===== src/logic/ulm_defines.svh =====
/*
 * Bit positions, reset values and pulse timing for the UART line-mode
 * extensions: RS-485 direction control, multidrop reception and the
 * infrared pulse codec.
 * Assumes the includer works at the UART's 16x baud tick.
 */
// Functional notes
// [RULE1] Without auto direction or flow control, request-to-send follows modem bit 1.
// [RULE2] Divisor-extension bit 6 hands request-to-send to the transmitter, overriding all.
// [RULE3] Auto direction: output high on FIFO write, low after last bit shifted.
// [RULE4] Software turns hardware flow control off before using auto direction.
// [RULE5] RS-485 control bit 5 inverts auto direction polarity: low while sending.
// [RULE6] RS-485 control bit 0 enables 9-bit mode; ninth bit 1 means address.
// [RULE7] Software sets 9-bit mode, detect off and forced parity 0 for multidrop.
// [RULE8] Normal multidrop, receiver off: drop data bytes until an address arrives.
// [RULE9] Normal multidrop address: parity error, store byte, line interrupt if enabled.
// [RULE10] Controller enables the receiver only when the address is its own.
// [RULE11] Enabled receiver keeps taking data; later addresses again flag parity error.
// [RULE12] Auto address mode drops data and non-matching addresses.
// [RULE13] Matching address enables receiver, stores byte with ninth bit, line interrupt.
// [RULE14] Later non-matching address disables receiver and is dropped; match is stored.
// [RULE15] First infrared mode: high pulse of 3/16 bit per 0 bit.
// [RULE16] Second infrared mode: high pulse of 1/4 bit per 0 bit.
// [RULE17] Extension bit 7 enables infrared 3/16; auxiliary bit 4 selects quarter.
// [RULE18] Infrared mode: transmit idles low, low receive input means idle.
// [RULE19] Infrared decoder returns logic 1 for each detected light pulse.
// [RULE20] Encoder centres each pulse in the bit and stays low for 1 bits.
`ifndef ULM_DEFINES_SVH
`define ULM_DEFINES_SVH

// Register bit positions
`define ULM_MODEM_RTS_BIT       1
`define ULM_DIVEXT_AUTO_DIR_BIT 6
`define ULM_DIVEXT_IR_EN_BIT    7
`define ULM_485_NINE_BIT        0
`define ULM_485_INVERT_BIT      5
`define ULM_FEAT_SPECIAL_BIT    5
`define ULM_INTEN_LINE_BIT      2
`define ULM_AUXST_IR_QTR_BIT    4

// Infrared timing in 16x baud ticks
`define ULM_TICKS_PER_BIT    5'h10
`define ULM_PULSE_3_16       4'h3
`define ULM_PULSE_1_4        4'h4
`define ULM_PULSE_START      4'h6

// Reset values
`define ULM_RX_EN_RESET      1'b0
`define ULM_TX_PIN_RESET     1'b1
`define ULM_RTS_PIN_RESET    1'b1

`endif


===== src/logic/ulm_pkg.sv =====
/*
 * Types shared by the line-mode modules.
 * Assumes nothing of its surroundings.
 */
package ulm_pkg;

	typedef logic [7:0] ulm_byte_t;

	// Character as it enters the receive FIFO
	typedef struct packed {
		ulm_byte_t data;
		logic      perr;
	} ulm_char_t;

	// What the multidrop filter does with one character
	typedef enum logic [1:0] {
		ULM_DROP,
		ULM_PASS,
		ULM_ADDR
	} ulm_rx_act_t;

endpackage


===== src/logic/ulm_char_if.sv =====
/*
 * Valid/ready carrier for received characters between the filter and
 * the two-entry buffer.
 * Assumes both ends share one clock.
 */
`timescale 1ns/1ps

interface ulm_char_if;
	import ulm_pkg::*;

	logic      valid;
	logic      ready;
	ulm_char_t chr;

	modport src (output valid, output chr, input ready);
	modport snk (input valid, input chr, output ready);
endinterface


===== src/logic/ulm_buf2.sv =====
/*
 * Two-entry buffer for received characters. Slot 0 is the output
 * register, slot 1 absorbs one word while the sink stalls.
 * Assumes a single clock, and that ce freezes all state.
 */
`timescale 1ns/1ps

module ulm_buf2 (
	// Clock and reset
	input  wire logic              clk,
	input  wire logic              nrst,
	input  wire logic              ce,
	// Filling side
	ulm_char_if.snk                in_if,
	// Draining side
	output logic                   out_valid,
	input  wire logic              out_ready,
	output ulm_pkg::ulm_char_t     out_chr
);
	import ulm_pkg::*;

	ulm_char_t slot0_ff, slot1_ff, nxt_slot0, nxt_slot1;
	logic [1:0] cnt_ff, nxt_cnt;
	logic       rdy_ff, nxt_rdy;
	logic       vld_ff, nxt_vld;
	logic       push, pop;

	// Next slot contents and fill count
	always_comb begin
		push      = in_if.valid && rdy_ff;
		pop       = (cnt_ff != 2'h0) && out_ready;
		nxt_slot0 = slot0_ff;
		nxt_slot1 = slot1_ff;
		nxt_cnt   = cnt_ff;
		unique case (cnt_ff)
			2'h0: begin
				if (push) begin
					nxt_slot0 = in_if.chr;
					nxt_cnt   = 2'h1;
				end
			end
			2'h1: begin
				if (push && pop) begin
					nxt_slot0 = in_if.chr;
				end else if (push) begin
					nxt_slot1 = in_if.chr;
					nxt_cnt   = 2'h2;
				end else if (pop) begin
					nxt_cnt = 2'h0;
				end
			end
			2'h2: begin
				if (pop) begin
					nxt_slot0 = slot1_ff;
					nxt_cnt   = 2'h1;
				end
			end
			default: nxt_cnt = 2'h0;
		endcase
		nxt_rdy = (nxt_cnt != 2'h2);
		nxt_vld = (nxt_cnt != 2'h0);
	end

	// Register slots, count and ready
	always_ff @(posedge clk or negedge nrst) begin
		if (!nrst) begin
			slot0_ff <= '0;
			slot1_ff <= '0;
			cnt_ff   <= 2'h0;
			rdy_ff   <= 1'b1;
			vld_ff   <= 1'b0;
		end else if (ce) begin
			slot0_ff <= nxt_slot0;
			slot1_ff <= nxt_slot1;
			cnt_ff   <= nxt_cnt;
			rdy_ff   <= nxt_rdy;
			vld_ff   <= nxt_vld;
		end
	end

	assign in_if.ready = rdy_ff;
	assign out_valid   = vld_ff;
	assign out_chr     = slot0_ff;
endmodule


===== src/logic/ulm_ir_codec.sv =====
/*
 * Infrared pulse encoder and decoder, with pass-through when infrared
 * mode is off.
 * Assumes baud_tick16 is a one-cycle enable at 16x the bit rate and
 * tx_bit_start marks the first tick of every transmitted bit.
 */
`timescale 1ns/1ps
`include "ulm_defines.svh"

module ulm_ir_codec (
	// Clock and reset
	input  wire logic clk,
	input  wire logic nrst,
	input  wire logic ce,
	// Mode
	input  wire logic ir_en,
	input  wire logic ir_quarter,
	// Timing
	input  wire logic baud_tick16,
	input  wire logic tx_bit_start,
	// Serial streams
	input  wire logic tx_serial,
	output logic      tx_pin,
	input  wire logic rx_pin,
	output logic      rx_serial
);
	logic [3:0] phase_ff, nxt_phase;
	logic [4:0] hold_ff, nxt_hold;
	logic       tx_pin_ff, nxt_tx_pin;
	logic       rx_ser_ff, nxt_rx_ser;
	logic [3:0] width;
	logic       in_window;

	// Encoder: phase within the bit and a centred pulse for 0 bits
	always_comb begin
		width = ir_quarter ? `ULM_PULSE_1_4 : `ULM_PULSE_3_16; // [RULE17]
		nxt_phase = phase_ff;
		if (tx_bit_start) begin
			nxt_phase = 4'h0;
		end else if (baud_tick16) begin
			nxt_phase = phase_ff + 4'h1;
		end
		in_window = (phase_ff >= `ULM_PULSE_START) &&
			(phase_ff < `ULM_PULSE_START + width); // [RULE15] [RULE16]
		if (ir_en) begin
			nxt_tx_pin = in_window && !tx_serial; // [RULE18] [RULE20]
		end else begin
			nxt_tx_pin = tx_serial;
		end
	end

	// Decoder: a light pulse yields a 1 held for one bit time
	always_comb begin
		nxt_hold = hold_ff;
		if (ir_en && rx_pin) begin
			nxt_hold = `ULM_TICKS_PER_BIT;
		end else if (baud_tick16 && hold_ff != 5'h00) begin
			nxt_hold = hold_ff - 5'h01;
		end
		if (ir_en) begin
			nxt_rx_ser = rx_pin || (hold_ff != 5'h00); // [RULE19] [RULE18]
		end else begin
			nxt_rx_ser = rx_pin;
		end
	end

	// Register codec state
	always_ff @(posedge clk or negedge nrst) begin
		if (!nrst) begin
			phase_ff  <= 4'h0;
			hold_ff   <= 5'h00;
			tx_pin_ff <= `ULM_TX_PIN_RESET;
			rx_ser_ff <= 1'b1;
		end else if (ce) begin
			phase_ff  <= nxt_phase;
			hold_ff   <= nxt_hold;
			tx_pin_ff <= nxt_tx_pin;
			rx_ser_ff <= nxt_rx_ser;
		end
	end

	assign tx_pin    = tx_pin_ff;
	assign rx_serial = rx_ser_ff;
endmodule


===== src/logic/ulm_line_modes.sv =====
/*
 * Line-side extension modes of one UART channel: RS-485 direction
 * control on request-to-send, 9-bit multidrop reception with software
 * or automatic address filtering, and the infrared pulse codec.
 * Assumes the UART core supplies the 16x baud tick, transmitter events
 * and received characters with their ninth bit, all on clk, and that
 * the register values arrive as plain ports.
 */
`timescale 1ns/1ps
`include "ulm_defines.svh"

module ulm_line_modes (
	// Clock, reset and enable
	input  wire logic              clk,
	input  wire logic              nrst,
	input  wire logic              ce,
	// Register values
	input  wire ulm_pkg::ulm_byte_t modem_control_reg,
	input  wire ulm_pkg::ulm_byte_t divisor_extension_reg,
	input  wire ulm_pkg::ulm_byte_t rs485_ctrl_reg,
	input  wire ulm_pkg::ulm_byte_t enhanced_feature_reg,
	input  wire ulm_pkg::ulm_byte_t interrupt_enable_reg,
	input  wire ulm_pkg::ulm_byte_t second_xoff_char_reg,
	input  wire ulm_pkg::ulm_byte_t auxiliary_status_reg,
	// Hardware flow control
	input  wire logic              hw_flow_en,
	input  wire logic              hw_flow_rts,
	// Software receiver enable
	input  wire logic              rx_enable_set,
	input  wire logic              rx_enable_clr,
	output logic                   rx_enabled,
	// Transmitter events and stream
	input  wire logic              baud_tick16,
	input  wire logic              tx_fifo_write,
	input  wire logic              tx_all_sent,
	input  wire logic              tx_bit_start,
	input  wire logic              tx_serial,
	// Line pins
	output logic                   tx_pin,
	output logic                   rts_pin,
	input  wire logic              rx_pin,
	output logic                   rx_serial,
	// Characters from the receiver
	input  wire logic              rx_char_valid,
	output logic                   rx_char_ready,
	input  wire ulm_pkg::ulm_byte_t rx_char_data,
	input  wire logic              rx_char_ninth,
	input  wire logic              rx_char_perr,
	// Characters toward the receive FIFO
	output logic                   out_valid,
	input  wire logic              out_ready,
	output ulm_pkg::ulm_byte_t     out_data,
	output logic                   out_perr,
	output logic                   line_status_irq
);
	import ulm_pkg::*;

	ulm_char_if chr_if ();
	ulm_char_t  out_chr;

	// Decoded control bits
	logic auto_dir;
	logic rts_invert;
	logic nine_bit;
	logic special;
	logic line_irq_en;

	assign auto_dir    = divisor_extension_reg[`ULM_DIVEXT_AUTO_DIR_BIT];
	assign rts_invert  = rs485_ctrl_reg[`ULM_485_INVERT_BIT];
	assign nine_bit    = rs485_ctrl_reg[`ULM_485_NINE_BIT]; // [RULE6]
	assign special     = enhanced_feature_reg[`ULM_FEAT_SPECIAL_BIT];
	assign line_irq_en = interrupt_enable_reg[`ULM_INTEN_LINE_BIT];

	// ------------------------------------------------------------
	// Transmit direction control
	// ------------------------------------------------------------
	logic pend_ff, nxt_pend;
	logic rts_ff, nxt_rts;

	// Pending data flag and request-to-send source selection
	always_comb begin
		nxt_pend = pend_ff;
		if (tx_all_sent) begin
			nxt_pend = 1'b0;
		end
		// A write landing with the last bit keeps the line turned
		if (tx_fifo_write) begin
			nxt_pend = 1'b1; // [RULE3]
		end
		if (auto_dir) begin
			// Transmitter owns the pin; flow control is assumed off
			nxt_rts = nxt_pend ^ rts_invert; // [RULE2] [RULE3] [RULE5] [RULE4]
		end else if (hw_flow_en) begin
			nxt_rts = hw_flow_rts; // [RULE1]
		end else begin
			nxt_rts = modem_control_reg[`ULM_MODEM_RTS_BIT]; // [RULE1]
		end
	end

	// Register direction state
	always_ff @(posedge clk or negedge nrst) begin
		if (!nrst) begin
			pend_ff <= 1'b0;
			rts_ff  <= `ULM_RTS_PIN_RESET;
		end else if (ce) begin
			pend_ff <= nxt_pend;
			rts_ff  <= nxt_rts;
		end
	end

	assign rts_pin = rts_ff;

	// ------------------------------------------------------------
	// Multidrop receive filter
	// ------------------------------------------------------------
	ulm_rx_act_t act;
	logic        taken;
	logic        addr_match;
	logic        hw_en_set;
	logic        hw_en_clr;
	logic        rx_en_ff, nxt_rx_en;
	logic        irq_ff, nxt_irq;
	logic        chr_perr;

	// Classify the offered character
	always_comb begin
		taken      = rx_char_valid && chr_if.ready;
		addr_match = (rx_char_data == second_xoff_char_reg);
		hw_en_set  = 1'b0;
		hw_en_clr  = 1'b0;
		act        = ULM_PASS;
		chr_perr   = rx_char_perr;
		if (nine_bit && special) begin
			// Automatic address matching
			if (rx_char_ninth && addr_match) begin
				act       = ULM_ADDR; // [RULE13] [RULE14]
				chr_perr  = rx_char_ninth;
				hw_en_set = taken;
			end else if (rx_char_ninth) begin
				act       = ULM_DROP; // [RULE12] [RULE14]
				hw_en_clr = taken;
			end else if (!rx_en_ff) begin
				act = ULM_DROP; // [RULE12]
			end else begin
				chr_perr = 1'b0;
			end
		end else if (nine_bit) begin
			// Software address filtering
			if (rx_char_ninth) begin
				act      = ULM_ADDR; // [RULE9] [RULE11]
				chr_perr = 1'b1;
			end else if (!rx_en_ff) begin
				act = ULM_DROP; // [RULE8]
			end else begin
				chr_perr = 1'b0; // [RULE11]
			end
		end
	end

	// Receiver enable: any set beats any clear in the same cycle
	always_comb begin
		nxt_rx_en = rx_en_ff;
		if (hw_en_clr || rx_enable_clr) begin
			nxt_rx_en = 1'b0; // [RULE14]
		end
		if (hw_en_set || rx_enable_set) begin
			nxt_rx_en = 1'b1; // [RULE13]
		end
		nxt_irq = taken && (act == ULM_ADDR) && line_irq_en; // [RULE9] [RULE13]
	end

	// Register receiver state
	always_ff @(posedge clk or negedge nrst) begin
		if (!nrst) begin
			rx_en_ff <= `ULM_RX_EN_RESET;
			irq_ff   <= 1'b0;
		end else if (ce) begin
			rx_en_ff <= nxt_rx_en;
			irq_ff   <= nxt_irq;
		end
	end

	// Forward kept characters into the buffer
	assign chr_if.valid     = rx_char_valid && (act != ULM_DROP);
	assign chr_if.chr       = {rx_char_data, chr_perr};

	assign rx_enabled      = rx_en_ff;
	assign line_status_irq = irq_ff;
	assign rx_char_ready   = chr_if.ready;

	// Two-entry buffer toward the receive FIFO
	ulm_buf2 u_buf (
		.clk       (clk),
		.nrst      (nrst),
		.ce        (ce),
		.in_if     (chr_if.snk),
		.out_valid (out_valid),
		.out_ready (out_ready),
		.out_chr   (out_chr)
	);

	assign out_data = out_chr.data;
	assign out_perr = out_chr.perr;

	// ------------------------------------------------------------
	// Infrared codec
	// ------------------------------------------------------------
	ulm_ir_codec u_ir (
		.clk          (clk),
		.nrst         (nrst),
		.ce           (ce),
		.ir_en        (divisor_extension_reg[`ULM_DIVEXT_IR_EN_BIT]),
		.ir_quarter   (auxiliary_status_reg[`ULM_AUXST_IR_QTR_BIT]),
		.baud_tick16  (baud_tick16),
		.tx_bit_start (tx_bit_start),
		.tx_serial    (tx_serial),
		.tx_pin       (tx_pin),
		.rx_pin       (rx_pin),
		.rx_serial    (rx_serial)
	); // [RULE17]
endmodule


===== config.mk =====
export PLATFORM = sky130hd
export DESIGN_NAME = ulm_line_modes
export DESIGN_NICKNAME = d
export VERILOG_FILES = /design/src/logic/ulm_pkg.sv /design/src/logic/ulm_char_if.sv /design/src/logic/ulm_buf2.sv /design/src/logic/ulm_ir_codec.sv /design/src/logic/ulm_line_modes.sv
export VERILOG_INCLUDE_DIRS = /design/src /design/src/logic
export SDC_FILE = /design/constraint.sdc
export NUM_CORES = 1
export LEC_CHECK = 0
export BUFFER_PORTS_ARGS = -buffer_cell sky130_fd_sc_hd__buf_2
export CELL_PAD_IN_SITES_DETAIL_PLACEMENT = 1
export CELL_PAD_IN_SITES_GLOBAL_PLACEMENT = 1
export CORE_MARGIN = 5
export CORE_UTILIZATION = 31
export DETAILED_ROUTE_END_ITERATION = 10
export HOLD_SLACK_MARGIN = 0.06
export PLACE_DENSITY = 0.87
export SLEW_MARGIN = 40
export SYNTH_ARGS = -nofsm -noshare
export SYNTH_HDL_FRONTEND = slang
export SYNTH_SLANG_ARGS = --single-unit

===== constraint.sdc =====
create_clock -name clk -period 1.9 [get_ports clk]
set_input_delay 0.19 -clock clk [delete_from_list [all_inputs] [get_ports clk]]
set_output_delay 0.19 -clock clk [all_outputs]
set_load 0.02 [all_outputs]

==> flow_summary.ini, run 1 <==
[placed_design]
placedCellCount = 357
port-buffer-count = 56
hpwl_um = 4611
routability_congestion_estimate = 0.8084
place_ws_ns = -0.1564

[clock_tree]
clock_tree_from_tritoncts = yes
number_of_buffers_on_the_longest_clock_path = 2
cts.sink_count = 37
post_cts_setup_buffers = 0
clk_root_buffer_cell = clkbuf_8
worst_skew_pair.late_latency_ns = 0.29
cts_buffers = 5
path_clk_slew_ns = 0.08
htreeDepth = 2

[global_routing]
grt_pass1_wl_um = 9998
grt_pass1_vias = 2139
antenna_found_initial = 0
grt-ovfl-total = 0
pin_count_of_the_biggest_net_entering_global_routing = 38
grtUsageTotal_pct = 14.64

[logic_synthesis]
synth_edf_count = 0
synth_area_leader_cell = dfrtp_1
synthCells = 209
synthTopCellsByArea = dfrtp_1, mux2_4, dfstp_2
yosysWarnings = 0
synthesis.area_per_instance_um2 = 10.21
syn_nets = 295
yosys.cell_types.count = 50
async_flop_share_pct = 100.0
synth_top_cell_area_share_pct = 38.69
netlist_area_mm2 = 0.002135
synth-seq-area-share_pct = 43.61
synth_ff_type = dfrtp_1
synth-seq-cells = 37

[floorplanning]
floorplan.rows = 30
start_util_pct = 31.59
core_mm2 = 0.006756
fp.dieW_um = 92.98
fp.dieH_um = 92.98
io_pins = 97
floorplan_die_area_mm2 = 0.008645

[setup_path]
path_max_fanout = 6
critPathLaunchType = flip-flop
r2r.worst_path.cells = 4
critPathKind = reg -> reg
worst-endpoint-arrival_ns = 2.01
timing.rr.end = u_buf.slot1_ff[5]$_DFFE_PN0P_
critical_path.reg2reg.startpoint = u_buf.in_if.ready$_DFFE_PN1P_
cp-end-kind = flip-flop
rrSetupSlack_ns = 0.07
worstPathRequired_ns = 2.08

[outcome]
status = finished, final reports clean

[power]
powerDensity_mw_per_mm2 = 1067
worst_ir_drop_vdd_mv = 0.5261
power.static_leakage_nw = 1.278

[cells_and_area]
fillerInstances = 797
layout.cells.non_filler = 366
final_cell_mix = buf_2, dfrtp_1, buf_4
layout_commonest_cell = buf_2
final_layout_size_suffix_gt1_share_pct = 38.11
final_core_utilization_pct = 40.74
register_area_um2 = 930.9
syn_to_final_growth_pct = 28.96
nets_finish = 371
antennaDiodeCount = 0
area_used_by_multi_input_combinational_logic_mm2 = 0.001130

[sta]
fmax_mhz = 547.5
tightestPinTransition_ns = 0.4896
setup_violations = 0
max_slew_margin_pct = 67.36
fin_worst_skew_ns = 0.007400
finalWorstPathRequiredPeriod_ns = 1.827
report.final.hold_viol_count = 0
rsz_0062_raised_after_global_routing = true
setup_ws_ns = 0.07348
fin_setup_tns_ns = 0
drv_slew = 0
fin_crit_sh_pct = 96.13

[detailed_routing]
detailroute.via_count = 1879
wl_um = 6002
post_drt_via_cell_ratio = 5.134
route.detailed.drc = 0
initialDrtViolationCount = 57
detail_route.wl_per_cell_um = 16.40
drt-pass1-iter-count = 4
ant_nets = 0

[hold_path]
whs_endpoint = u_ir.phase_ff[2]$_DFFE_PN0P_
timing.hold.worst.start = tx_bit_start
hold_path_depth = 2
hp-class = in -> reg

[job]
drv_cap = 0
## Yosys cell counts, types with 2 or more instances
master	instances
mux2i_1	10
nand2_1	12
a211oi_1	3
buf_2	2
xnor2_1	2
dfrtp_1	33
o31ai_1	2
nor2_1	14
a31oi_1	2
nor4_1	2
buf_6	2
xor2_1	10
clkbuf_1	2
and2_1	2
inv_1	11
nor2b_1	3
o2bb2ai_1	3
dfstp_2	4
nor3_1	3
inv_2	3
ha_1	5
o21ai_0	15
a31o_1	2
nor4_4	2
a21oi_1	13
mux2_4	8
nand3_1	7
o21ai_1	10
## worst max-delay path, cell delays in order, from the launching register on
cell,delay [ns]
dfstp_2,0.59
o311ai_2,0.19
a2111o_1,0.46
buf_4,0.18
mux2_4,0.30
## per-stage QoR
stage                     hold slack (ns)  area (um^2)  power [mW]
after floorplan                   -0.1056         2135       1.921
after global placement             0.2687         2626       2.265
after global routing               0.1492         2753       3.123
after detailed placement           0.2807         2626       2.341
after CTS                          0.1410         2735       2.962
final                              0.1420         2753       2.936
## worst max path at each step
stage	slack, ns	cells after the start	startpoint	end
5_1_grt	-0.002	3	u_buf.in_if.ready$_DFFE_PN1P_	u_buf.slot1_ff[0]$_DFFE_PN0P_
2_1_floorplan	-0.05	7	u_buf.cnt_ff[1]$_DFFE_PN0P_	u_buf.out_chr[0]$_DFFE_PN0P_
4_1_cts	0.009	4	rx_enabled$_DFFE_PN0P_	u_buf.slot1_ff[5]$_DFFE_PN0P_
3_5_place_dp	-0.16	6	rx_char_data[5]	u_buf.slot1_ff[0]$_DFFE_PN0P_
3_3_place_gp	-0.15	6	rx_char_data[5]	u_buf.slot1_ff[0]$_DFFE_PN0P_
6_report	0.07	4	u_buf.in_if.ready$_DFFE_PN1P_	u_buf.slot1_ff[5]$_DFFE_PN0P_
## cells by family (layout without fill, tap and decap cells)
logic type	Yosys count	in the layout	synth area share [%]
AOI/OAI and AO/OA	63	63	19.70
xor gates and xnor gates	12	12	4.924
adders and majority gates	6	6	3.458
buffers and inverters	21	98	4.513
DFF	37	37	43.61
muxes	19	19	10.84
and+or+nand+nor	51	51	12.95
## routing by layer
metal  routed length [um]  GRT usage [%]  share of wire [%]  vias to the layer above
li1                     -              -                  -                      902
met1                 2462          16.51                 41                      915
met2                 3115          26.93                 52                       54
met3                  338          3.781                5.6                        8
met4                   85          4.396                1.4                        0
met5                    0              0                  0                        -
## report_power, final
part           total, mW  switching (mW)  internal [mW]
clock network      0.592           0.297          0.295
registers           1.27           0.198           1.07
logic               1.08           0.567          0.509
## cell type report
cell class / count / share of cell area [%]
clock inverter: 1 / 0.2727
multi-input combinational: 151 / 41.05
clock buffer: 7 / 3.136
sequential: 37 / 33.82
timing repair buffer: 76 / 16.18
tap: 80 / 3.636
inverter: 14 / 1.909
## sequential cells by signal, indices dropped and copies added (netlist names), 2 cells and up
name            cells
u_buf.slot1_ff      9
u_ir.phase_ff       4
u_ir.hold_ff        5
u_buf.cnt_ff        2
u_buf.out_chr       9
## repair_timing
item | CTS | global route
endpoints found under the hold margin | 33 | 0
endpoints found under the setup margin | 1 | 22
gates resized for setup | 1 | 5
hold buffers | 1 | 0
No activity file was read; power rests on OpenSTA's default activity.
==> run 2, diff against run 1 <==
Settings changed: REMOVE_ABC_BUFFERS from default to 1.
==> flow_summary.ini, run 2 (synthesis results as in run 1) <==
[outcome]
status = finished, final reports clean

[power]
total_design_power_mw = 3.037
worst_ir_drop_vdd_mv = 0.5561
power.static_leakage_nw = 1.296
powerDensity_mw_per_mm2 = 1090

[sta]
fin_worst_skew_ns = 0.009491
drv_slew = 0
fmax_mhz = 539.4
finalWorstPathRequiredPeriod_ns = 1.854
setup_violations = 0
max_slew_margin_pct = 61.99
tightestPinTransition_ns = 0.5702
fin_crit_sh_pct = 97.58
fin_hold_ws_ns = 0.1351
report.final.hold_viol_count = 0
setup_ws_ns = 0.04602

[detailed_routing]
drt-pass1-iter-count = 4
detailroute.via_count = 1910
initialDrtViolationCount = 54
route.detailed.drc = 0
wl_um = 5959
post_drt_via_cell_ratio = 5.190
ant_nets = 0
detail_route.wl_per_cell_um = 16.19

[global_routing]
grt_pass1_wl_um = 9963
antenna_found_initial = 0
grt_util_met2_pct = 24.30
grtUsageTotal_pct = 14.41
grt_pass1_vias = 2029
pin_count_of_the_biggest_net_entering_global_routing = 25
grt-ovfl-total = 0
global_route.usage.met3_pct = 4.023
grt_util_met1_pct = 18.55
top_usage_layer = met2

[clock_tree]
path_clk_slew_ns = 0.08
clock_tree_from_tritoncts = yes
htreeDepth = 2
clk_root_buffer_cell = clkbuf_8
cts_buffers = 5
number_of_buffers_on_the_longest_clock_path = 2
cts.sink_count = 37
worst_skew_pair.late_latency_ns = 0.30

[cells_and_area]
final_layout_size_suffix_gt1_share_pct = 38.89
syn_to_final_growth_pct = 30.54
final_cell_mix = buf_2, dfrtp_1, buf_4
nets_finish = 373
antennaDiodeCount = 0
layout_commonest_cell = buf_2

[placed_design]
port-buffer-count = 56
place_ws_ns = -0.1103
routability_congestion_estimate = 0.9377
hpwl_um = 4674

[setup_path]
critPathKind = reg -> reg
critPathLaunchType = flip-flop
cp-end-kind = flip-flop
worstPathRequired_ns = 2.08
path_max_fanout = 8
worst-endpoint-arrival_ns = 2.04

[floorplanning]
io_pins = 97
core_mm2 = 0.006756
fp.dieH_um = 92.98
floorplan_die_area_mm2 = 0.008645
floorplan.rows = 30
fp.dieW_um = 92.98
start_util_pct = 31.59

[hold_path]
hp-class = in -> reg

[job]
drv_cap = 0
## run 2: power breakdown
| part | total (mW) | internal, mW | switching, mW |
|---|---|---|---|
| registers | 1.27 | 1.07 | 0.202 |
| logic | 1.06 | 0.506 | 0.554 |
| clock network | 0.706 | 0.393 | 0.313 |
| total | 3.04 | 1.97 | 1.07 |
## run 2: repair_timing
action / CTS / global route
endpoints found under the setup margin: 0 / 11
hold endpoints to repair: 20 / 0
resized for setup: 0 / 6
hold buffers: 1 / 0
buffers inserted: 0 / 0
## run 2: path summary, 6_finish.rpt
| check | slack (ns) | endpoint | start | cells after the start |
|---|---|---|---|---|
| worst min register to register | 0.49 | u_ir.rx_serial$_DFFE_PN1P_ | u_ir.rx_serial$_DFFE_PN1P_ | 2 |
| min in group asynchronous | 0.42 | u_buf.slot1_ff[6]$_DFFE_PN0P_ | nrst | 2 |
| worst max-delay path | 0.05 | u_buf.slot1_ff[2]$_DFFE_PN0P_ | u_buf.in_if.ready$_DFFE_PN1P_ | 4 |
| worst max register to register | 0.05 | u_buf.slot1_ff[2]$_DFFE_PN0P_ | u_buf.in_if.ready$_DFFE_PN1P_ | 4 |
| max in group asynchronous | 0.86 | rts_pin$_DFFE_PN1P_ | nrst | 3 |
| worst min-delay path | 0.14 | u_ir.phase_ff[2]$_DFFE_PN0P_ | tx_bit_start | 2 |
## run 2: cell type report
| class | count | area, um^2 |
|---|---|---|
| clock buffer | 5 | 68.82 |
| tap | 80 | 100.1 |
| inverter | 14 | 52.55 |
| fill | 809 | 3970 |
| clock inverter | 3 | 46.29 |
| timing repair buffer | 78 | 460.4 |
| multi-input combinational | 151 | 1126 |
| sequential | 37 | 932.1 |
## run 2: metrics by stage
| stage | TNS (ns) | cells | utilization [%] | instance area, um^2 |
|---|---|---|---|---|
| final | 0 | 368 | 41.24 | 2786 |
| after detailed placement | -0.8977 | 359 | 39.09 | 2641 |
| after global routing | -0.007192 | 368 | 41.24 | 2786 |
| after floorplan | -0.1770 | 202 | - | 2091 |
| after global placement | -0.8275 | 359 | 39.09 | 2641 |
| after CTS | 0 | 368 | 40.94 | 2766 |
## run 2: worst max-delay path: stages, from the launching register on
cell and delay (ns):
dfstp_2 0.61, o311ai_2 0.17, a2111o_1 0.49, buf_12 0.18, mux2_4 0.29
## run 2: routing by layer
metal | routed length (um) | vias to the layer above | part of all wire, %
li1 | - | 906 | -
met2 | 2911 | 53 | 49
met1 | 2675 | 943 | 45
met3 | 342 | 8 | 5.7
met5 | 0 | - | 0
met4 | 30 | 0 | 0.50
